File: config.mk
export PLATFORM = sky130hd
export DESIGN_NAME = sar_adc_sequencer
export DESIGN_NICKNAME = d
export VERILOG_FILES = /design/src/rtl/sar_adc_pkg.sv /design/src/rtl/sar_adc_sequencer.sv
export SDC_FILE = /design/constraint.sdc
export NUM_CORES = 1
export LEC_CHECK = 0
export ABC_CLOCK_PERIOD_IN_PS = 6450
export BUFFER_PORTS_ARGS = -buffer_cell sky130_fd_sc_hd__buf_2
export CORE_ASPECT_RATIO = 1.1
export CORE_UTILIZATION = 50
export DETAILED_ROUTE_END_ITERATION = 10
export GPL_TIMING_DRIVEN = 0
export PLACE_DENSITY = 0.83
export RECOVER_POWER = 100
export SKIP_LAST_GASP = 1
export SYNTH_ARGS = -nofsm -noshare
export SYNTH_HDL_FRONTEND = slang
export SYNTH_SLANG_ARGS = --single-unit
File: constraint.sdc
create_clock -name clk_i -period 6.45 [get_ports clk_i]
set_clock_uncertainty 0.15 [all_clocks]
set_input_delay 0.645 -clock clk_i [delete_from_list [all_inputs] [get_ports clk_i]]
set_output_delay 0.645 -clock clk_i [all_outputs]
set_load 0.005 [all_outputs]
File: src/rtl/sar_adc_pkg.sv
package sar_adc_pkg;
  // register byte addresses on the avalon bus (word aligned)
  localparam logic [3:0] OFF_CTRL_STATUS = 4'h0;
  localparam logic [3:0] OFF_RESULT = 4'h4;
  localparam logic [3:0] OFF_AMP_CTRL = 4'h8;
  // control/status field positions
  localparam int BIT_DONE = 7;
  localparam int BIT_SPEED = 6;
  localparam int BIT_ON = 5;
  localparam int CH_LSB = 0;
  localparam int CH_W = 3;
  // amplifier control field positions
  localparam int BIT_SLOW = 3;
  localparam int BIT_GAIN = 2;
  // reset values
  localparam logic [7:0] RST_CTRL = 8'h00;
  localparam logic [7:0] RST_RESULT = 8'h00;
  localparam logic [7:0] RST_AMP = 8'h00;
  // highest legal channel code
  localparam logic [2:0] CH_MAX = 3'h4;
  // sample phase length in converter clock ticks
  localparam int SAMPLE_TICKS = 4;
  localparam int RES_BITS = 8;

  typedef struct packed {
    logic speed;
    logic slow;
    logic gain;
    logic [2:0] channel;
  } conv_cfg_s;
endpackage : sar_adc_pkg

File: src/rtl/sar_adc_sequencer.sv
// The address map and the Avalon-MM register port were chosen for this implementation.
`timescale 1ns/1ns
// Summary of operation
// - eight-bit successive approximation into result register
// - channel select routes one of five inputs
// - gain select applies fixed x8 amplifier
// - amplifier powered by converter_on, no delay
// - input at high reference gives FFh
// - input at low reference gives 00h
// - result is monotonic in input
// - sample phase then eight approximation cycles
// - conversions repeat continuously while on
// - converter_on set starts first conversion
// - done flag set at each completion
// - completion raises no interrupt
// - result held until next conversion ends
// - control write with converter_on set restarts conversion
// - done cleared by result read or control write
// - codes 000 to 100 select inputs
// - converter clock cpu/2, cpu, cpu/4
module sar_adc_sequencer
  import sar_adc_pkg::*;
#(
  parameter int SAMPLE_LEN = SAMPLE_TICKS
)
(
  input wire logic clk_i,
  input wire logic arst_n_i,
  input wire logic [3:0] avs_address_i,
  input wire logic avs_read_i,
  input wire logic avs_write_i,
  input wire logic [31:0] avs_writedata_i,
  input wire logic [3:0] avs_byteenable_i,
  output logic [31:0] avs_readdata_o,
  output logic avs_waitrequest_o,
  input wire logic comp_i,
  output logic [7:0] dac_code_o,
  output logic [2:0] mux_sel_o,
  output logic sample_o,
  output logic gain_en_o,
  output logic analog_on_o
);

  typedef enum logic [1:0] {ST_OFF, ST_SAMPLE, ST_APPROX} conv_state_e;

  conv_state_e state_r;
  conv_cfg_s cfg_r;
  logic on_r;
  logic done_r;
  logic [7:0] result_r;
  logic [7:0] trial_r;
  logic [2:0] bit_idx_r;
  logic [7:0] samp_cnt_r;
  logic [1:0] div_r;
  logic tick;
  logic ack_r;
  logic wr_ctrl;
  logic wr_amp;
  logic rd_result;
  logic restart;
  logic conv_end;
  logic [7:0] ctrl_rd;
  logic [7:0] amp_rd;

  // one-cycle wait then ack; waitrequest deasserts for exactly one edge
  always_ff @(posedge clk_i or negedge arst_n_i)
  begin
    if (!arst_n_i)
      ack_r <= 1'b0;
    else
      ack_r <= (avs_read_i || avs_write_i) && !ack_r;
  end

  assign wr_ctrl = ack_r && avs_write_i && avs_byteenable_i[0]
                   && avs_address_i == OFF_CTRL_STATUS;
  assign wr_amp = ack_r && avs_write_i && avs_byteenable_i[0]
                  && avs_address_i == OFF_AMP_CTRL;
  assign rd_result = ack_r && avs_read_i && avs_address_i == OFF_RESULT;
  assign restart = wr_ctrl && avs_writedata_i[BIT_ON];

  // waitrequest from a flop: high unless this cycle is the ack
  always_ff @(posedge clk_i or negedge arst_n_i)
  begin
    if (!arst_n_i)
      avs_waitrequest_o <= 1'b1;
    else
      avs_waitrequest_o <= !((avs_read_i || avs_write_i) && !ack_r);
  end

  // control and amplifier settings
  always_ff @(posedge clk_i or negedge arst_n_i)
  begin
    if (!arst_n_i)
    begin
      on_r <= RST_CTRL[BIT_ON];
      cfg_r <= '0;
    end
    else
    begin
      if (wr_ctrl)
      begin
        on_r <= avs_writedata_i[BIT_ON];
        cfg_r.speed <= avs_writedata_i[BIT_SPEED];
        cfg_r.channel <= avs_writedata_i[CH_LSB +: CH_W];
      end
      if (wr_amp)
      begin
        cfg_r.slow <= avs_writedata_i[BIT_SLOW];
        cfg_r.gain <= avs_writedata_i[BIT_GAIN];
      end
    end
  end

  // converter clock as enable pulse; slow overrides speed
  always_ff @(posedge clk_i or negedge arst_n_i)
  begin
    if (!arst_n_i)
      div_r <= 2'h0;
    else
      div_r <= div_r + 2'h1;
  end

  always_comb
  begin
    if (cfg_r.slow)
      tick = (div_r == 2'h3);
    else if (cfg_r.speed)
      tick = 1'b1;
    else
      tick = div_r[0];
  end

  assign conv_end = on_r && !restart && state_r == ST_APPROX && tick
                    && bit_idx_r == 3'h0;

  // sequencer: sample, then eight approximation steps, forever while on
  always_ff @(posedge clk_i or negedge arst_n_i)
  begin
    if (!arst_n_i)
    begin
      state_r <= ST_OFF;
      trial_r <= 8'h00;
      dac_code_o <= 8'h00;
      bit_idx_r <= 3'h7;
      samp_cnt_r <= 8'h00;
    end
    else if (!on_r || restart)
    begin
      // abort; a restart reenters sample with fresh counters
      state_r <= restart ? ST_SAMPLE : ST_OFF;
      trial_r <= 8'h80;
      dac_code_o <= 8'h80;
      bit_idx_r <= 3'h7;
      samp_cnt_r <= 8'h00;
    end
    else if (tick)
    begin
      case (state_r)
        ST_OFF:
        begin
          state_r <= ST_SAMPLE;
          samp_cnt_r <= 8'h00;
        end
        ST_SAMPLE:
        begin
          if (samp_cnt_r == 8'(SAMPLE_LEN - 1))
          begin
            state_r <= ST_APPROX;
            trial_r <= 8'h80;
            dac_code_o <= 8'h80;
            bit_idx_r <= 3'h7;
          end
          else
            samp_cnt_r <= samp_cnt_r + 8'h01;
        end
        ST_APPROX:
        begin
          // comparator high means input at or above trial: keep the bit
          // dac code mirrors trial so the fastest tick sees the new code
          if (!comp_i)
          begin
            trial_r[bit_idx_r] <= 1'b0;
            dac_code_o[bit_idx_r] <= 1'b0;
          end
          if (bit_idx_r != 3'h0)
          begin
            trial_r[bit_idx_r - 3'h1] <= 1'b1;
            dac_code_o[bit_idx_r - 3'h1] <= 1'b1;
            bit_idx_r <= bit_idx_r - 3'h1;
          end
          else
          begin
            state_r <= ST_SAMPLE;
            samp_cnt_r <= 8'h00;
          end
        end
        default:
          state_r <= ST_OFF;
      endcase
    end
  end

  // result latched only at conversion end; saturates naturally
  always_ff @(posedge clk_i or negedge arst_n_i)
  begin
    if (!arst_n_i)
      result_r <= RST_RESULT;
    else if (conv_end)
      result_r <= comp_i ? trial_r : (trial_r & 8'hFE);
  end

  // done flag: completion beats a clearing access in the same cycle
  always_ff @(posedge clk_i or negedge arst_n_i)
  begin
    if (!arst_n_i)
      done_r <= RST_CTRL[BIT_DONE];
    else if (conv_end)
      done_r <= 1'b1;
    else if (rd_result || wr_ctrl)
      done_r <= 1'b0;
  end

  assign ctrl_rd = {done_r, cfg_r.speed, on_r, 2'b00, cfg_r.channel};
  assign amp_rd = {4'h0, cfg_r.slow, cfg_r.gain, 2'b00};

  // read data registered at the acking edge; unmapped reads return zero
  always_ff @(posedge clk_i or negedge arst_n_i)
  begin
    if (!arst_n_i)
      avs_readdata_o <= 32'h0000_0000;
    else if (avs_read_i && !ack_r)
    begin
      case (avs_address_i)
        OFF_CTRL_STATUS: avs_readdata_o <= {24'h000000, ctrl_rd};
        OFF_RESULT: avs_readdata_o <= {24'h000000, result_r};
        OFF_AMP_CTRL: avs_readdata_o <= {24'h000000, amp_rd};
        default: avs_readdata_o <= 32'h0000_0000;
      endcase
    end
  end

  // input mux; codes above four clamp to the last input
  always_ff @(posedge clk_i or negedge arst_n_i)
  begin
    if (!arst_n_i)
      mux_sel_o <= 3'h0;
    else
      mux_sel_o <= (cfg_r.channel > CH_MAX) ? CH_MAX : cfg_r.channel;
  end

  // sample switch closed only in the sample phase
  always_ff @(posedge clk_i or negedge arst_n_i)
  begin
    if (!arst_n_i)
      sample_o <= 1'b0;
    else
      sample_o <= (state_r == ST_SAMPLE);
  end

  // amplifier only ever runs with the converter powered
  always_ff @(posedge clk_i or negedge arst_n_i)
  begin
    if (!arst_n_i)
      gain_en_o <= 1'b0;
    else
      gain_en_o <= cfg_r.gain && on_r;
  end

  // analog power follows converter_on
  always_ff @(posedge clk_i or negedge arst_n_i)
  begin
    if (!arst_n_i)
      analog_on_o <= 1'b0;
    else
      analog_on_o <= on_r;
  end
  // no interrupt output exists at all; polling only

  AST_DONE_ON_END: assert property (@(posedge clk_i) disable iff (!arst_n_i)
    conv_end |=> done_r) else $error("done not set");
  AST_RESULT_HOLD: assert property (@(posedge clk_i) disable iff (!arst_n_i)
    !conv_end |=> $stable(result_r)) else $error("result moved");
  AST_CLEAR: assert property (@(posedge clk_i) disable iff (!arst_n_i)
    (rd_result && !conv_end) |=> !done_r) else $error("no clear");
  AST_RESTART: assert property (@(posedge clk_i) disable iff (!arst_n_i)
    restart |=> state_r == ST_SAMPLE && samp_cnt_r == 8'h00)
    else $error("no restart");
  AST_OFF: assert property (@(posedge clk_i) disable iff (!arst_n_i)
    (!on_r && !restart) |=> state_r == ST_OFF) else $error("runs off");
  AST_SAMPLE_THEN_APPROX: assert property (@(posedge clk_i)
    disable iff (!arst_n_i)
    (state_r == ST_SAMPLE && tick && on_r && !restart
     && samp_cnt_r == 8'(SAMPLE_LEN - 1)) |=> state_r == ST_APPROX
     && trial_r == 8'h80) else $error("bad phase");
  AST_AMP_POWER: assert property (@(posedge clk_i) disable iff (!arst_n_i)
    gain_en_o |-> analog_on_o) else $error("amp unpowered");
  AST_MUX_RANGE: assert property (@(posedge clk_i) disable iff (!arst_n_i)
    mux_sel_o <= CH_MAX) else $error("bad channel");
  AST_FAST_TICK: assert property (@(posedge clk_i) disable iff (!arst_n_i)
    (cfg_r.speed && !cfg_r.slow) |-> tick) else $error("tick");

  // front end pins against internal state
  AST_DAC_MIRROR: assert property (@(posedge clk_i) disable iff (!arst_n_i)
    dac_code_o == trial_r) else $error("dac lags trial");
  AST_SAMPLE_PIN: assert property (@(posedge clk_i) disable iff (!arst_n_i)
    state_r == ST_SAMPLE |=> sample_o) else $error("no sample");
  AST_HOLD_PIN: assert property (@(posedge clk_i) disable iff (!arst_n_i)
    state_r != ST_SAMPLE |=> !sample_o) else $error("sampling");
  AST_GAIN_FOLLOWS: assert property (@(posedge clk_i) disable iff (!arst_n_i)
    (cfg_r.gain && on_r) |=> gain_en_o) else $error("no gain");
  AST_ANALOG_UP: assert property (@(posedge clk_i) disable iff (!arst_n_i)
    on_r |=> analog_on_o) else $error("analog off");
  AST_ANALOG_DOWN: assert property (@(posedge clk_i) disable iff (!arst_n_i)
    !on_r |=> !analog_on_o) else $error("analog on");
  AST_MUX_FOLLOW: assert property (@(posedge clk_i) disable iff (!arst_n_i)
    cfg_r.channel <= CH_MAX |=> mux_sel_o == $past(cfg_r.channel))
    else $error("mux wrong");

  // flag behaviour on software access and when off
  AST_CLEAR_WRITE: assert property (@(posedge clk_i) disable iff (!arst_n_i)
    (wr_ctrl && !conv_end) |=> !done_r) else $error("write kept");
  AST_IDLE_NO_DONE: assert property (@(posedge clk_i)
    disable iff (!arst_n_i)
    (!on_r && !done_r) |=> !done_r) else $error("done while off");

  // bus handshake: one wait cycle, then a single low cycle
  AST_WAIT_ONE: assert property (@(posedge clk_i) disable iff (!arst_n_i)
    ((avs_read_i || avs_write_i) && !ack_r) |=> !avs_waitrequest_o)
    else $error("no answer");
  AST_WAIT_IDLE: assert property (@(posedge clk_i) disable iff (!arst_n_i)
    !(avs_read_i || avs_write_i) |=> avs_waitrequest_o)
    else $error("stray answer");

endmodule : sar_adc_sequencer

==> summary.md <==
| Metric | Value |
|---|---|
| Final Critical Period | 3.44 ns |
| Multiplexer share of the synthesized area | ~7.3% |
| All-Layer GR Usage | 21.1% |
| Reg clk slew, reported paths | 0.07 ns |
| Count of final max-slew check failures | between 60 and 70 |
| Synth area leader | dfrtp_1 |
| Share of the synthesized area in the top cell type | 47.4% |
| Hold depth | 1 |
| MaxCap Viol Count | 1 |
| Switching portion of total power | 29.7% |
| Initial Utilization | approximately 53% |
| Final nets | between 400 and 500 |
| CTS Buffer Depth | 2 |
| HPWL Detailed | 4600 um |
| CTS Buf Count | 9 |
| Most common cell in the synthesized netlist | dfrtp_1 |
| Setup CP Type | reg -> reg |
| GPL Wtd Cong | between 0.8 and 0.9 |
| Largest family of logic cells by synthesized area | simple AND/OR/NAND/NOR gates |
| Clock Latency Late Sink | 0.35 ns |
| Count of state elements after synthesis | 63 |
| R2R cell count | 6 |
| Failing checks | capacitance limit, slew limit |
| Largest net degree at the start of global routing | 64 |
| Tcrit/Tclk final | a little over half |
| Hold Path Origin | div_r[0]$_DFF_PN0_ |
| Via density | 5.40 |
| Synth Area in XOR/XNOR | 0% |
| Pleak | 1.77 nW |
| Sum Neg Setup Slack | 0 ns |
| Initial antenna violation count | 0 |
| Worst-Margin Slew | around 3.2 ns |
| Total wire length | 6410 um |
| Post-CTS setup buffer count | 0 |
| Port-buffer cells | 38 |
| Crit path launch type | flip-flop |
| TritonCTS Sinks | 63 |
| Hold Fails Final Rpt | 0 |
| Vias in the first global route | 2321 |
| CP max FO | 10 |
| Syn_area_per_cell | between 10 and 15 um^2 |
| Fin area | 0.00362 mm^2 |
| Top cells by area, synth | dfrtp_1 (47%), buf_4 (5.8%), mux2_2 (4.7%) |
| Worst setup path startpoint | samp_cnt_r[0]$_DFFE_PN0P_ |
| Top_reg_cell synth | dfrtp_1 |
| CTS tree | yes |
| Post-DR wirelength/cell | 14.4 um |
| Yosys cell types | 51 |
| Worst rel slew slack | -115% |
| Post-Place Cells | 430 |
| FP Rows | 29 |
| Hold Crit Class | reg -> reg |
| CTS resizes | 0 |
| IO Pins | just over 90 |
| Synth Area in Adders | 1.61% |
| Ys async rst share | 100% |
| RSZ-0062 raised after global routing | no |
| Core region area | 0.00588 mm^2 |
| Clk pwr share | 34.5% |
| VDD IR max | 125 uV |
| Non-filler instance count after layout | 446 |
| Worst path required time | 6.53 ns |
| Crit end category | flip-flop |
| Total power draw | 920 uW |
| Comb pwr share | 16.6% |
| Post-synthesis instance total | around 290 |
| Layout cells sized above 1 | 27.9% |
| Area grow syn2layout | 16.4% |
| Yosys warning total | 0 |
| Drt pass-1 iters | 4 |
| Synth Area in Compound Gates | 14.8% |
| Remaining Overflow, GRT | 0 |
| Status | complete, but fails checks |
| Die Wd | between 70 and 80 um |
| DR DRC count | 0 |
| Worst reg2reg path startpoint | samp_cnt_r[0]$_DFFE_PN0P_ |
| Internal | 647 uW |
| # H-tree levels | 3 |
| DP Area | 0.00349 mm^2 |
| Pwr/cell area | roughly 250 mW/mm^2 |
| Hold slack final | 0.299 ns |
| Clock root buffer master | clkbuf_8 |
| Seq/Total Area, Yosys | between 50% and 60% |
| Flop pwr share | 48.9% |
| Psw | 273 uW |
| Die ar. | 0.00655 mm^2 |
| Die height | approximately 85 um |
| DRT antenna net count | 0 |
| Post-CTS Hold Buffers | 0 |
| Achievable Freq | approximately 0.29 GHz |
| # setup viols final | 0 |
| Number of synthesized flops with an enable pin | 0 |
| WP data arrival | 3.52 ns |
| Vias after detailed routing | about 2400 |
| Synth top cells by count | dfrtp_1 (59), buf_4 (24), nand2_1 (23) |
| Diode count | 0 |
| First-pass GRT wire length | roughly 11000 um |
| Post-Synthesis Cell Area | 0.00311 mm^2 |
| Post-Synth Simple-Gate Area | 16.7% |
| DRT iter0 DRCs | 110 |
## sequential cells by signal, indices dropped and copies added, names as in the netlist, 2 cells and up
name            flops
div_r               2
trial_r             8
amp_rd              2
state_r             2
result_r            8
dac_code_o          8
cfg_r               4
bit_idx_r           3
avs_readdata_o      8
mux_sel_o           3
samp_cnt_r          8
## critical path, stage by stage, from the launching register on
cell and delay (ns):
dfrtp_1 0.38, ha_1 0.21, or4b_1 0.45, nor4_1 0.61, nor3b_1 1.03, a21oi_1 0.18, a31o_2 0.31
## power groups by stage
stage / combinational [mW] / sequential (mW) / clock [mW]
2_1_floorplan: 0.111 / 0.451 / 0
3_3_place_gp: 0.155 / 0.456 / 0
5_1_grt: 0.172 / 0.453 / 0.340
6_report: 0.153 / 0.449 / 0.318
4_1_cts: 0.159 / 0.449 / 0.324
3_5_place_dp: 0.159 / 0.456 / 0
## path summary, 6_finish.rpt
path	to	slack, ns
worst max-delay path	dac_code_o[2]$_DFFE_PN0P_	3.01
worst min-delay path	div_r[0]$_DFF_PN0_	0.30
worst max register to register	dac_code_o[2]$_DFFE_PN0P_	3.01
worst min register to register	div_r[0]$_DFF_PN0_	0.30
max in group asynchronous	dac_code_o[3]$_DFFE_PN0P_	3.12
min in group asynchronous	mux_sel_o[1]$_DFF_PN0_	1.22
## layout by cell type (no fill, tap or decap), types with 8 or more instances in the layout
master	synthesis	final
nand3_1	10	10
mux2i_1	8	8
buf_4	24	24
nor2_1	9	9
mux2_2	13	13
a21oi_1	13	13
clkbuf_8	0	11
nand2_1	23	23
o21ai_0	12	12
dfrtp_1	59	59
conb_1	1	24
clkbuf_1	9	21
buf_2	4	30
inv_1	9	9
## per-stage QoR
step | util (%) | setup slack (ns)
after global routing | 61.7 | 2.37
after CTS | 62.4 | 3.93
after global placement | 59.3 | 3.91
after detailed placement | 59.3 | 3.87
final | 61.7 | 3.01
after floorplan | - | 4.19
## per-layer routing
metal	track usage [%]	wire length, um	up-vias
met3	3.04	371	22
met2	34.7	3200	84
met1	25.8	2600	1156
met5	0	0	-
li1	-	-	1148
met4	14.1	240	0
## logic make-up (layout without fill, tap and decap cells)
| family | after synthesis | count (layout) |
|---|---|---|
| muxes | 21 | 21 |
| AOI/OAI and AO/OA | 65 | 65 |
| buffers and inverters | 47 | 101 |
| DFF | 63 | 63 |
| other | 1 | 24 |
| adders and majority gates | 4 | 4 |
| and+or+nand+nor | 91 | 91 |
## area by class of cell
| class | instances | area [um^2] |
|---|---|---|
| multi-input cells | 205 | 1320 |
| plain buffers | 38 | 234 |
| fillers | 506 | 2250 |
| clock buffers | 11 | 151 |
| inverters | 9 | 33.8 |
| well taps | 77 | 96.3 |
| repair buffers | 38 | 179 |
| flip-flops and latches | 63 | 1580 |
| clock inverters | 5 | 32.5 |
Power figures use the tool's default switching activity.
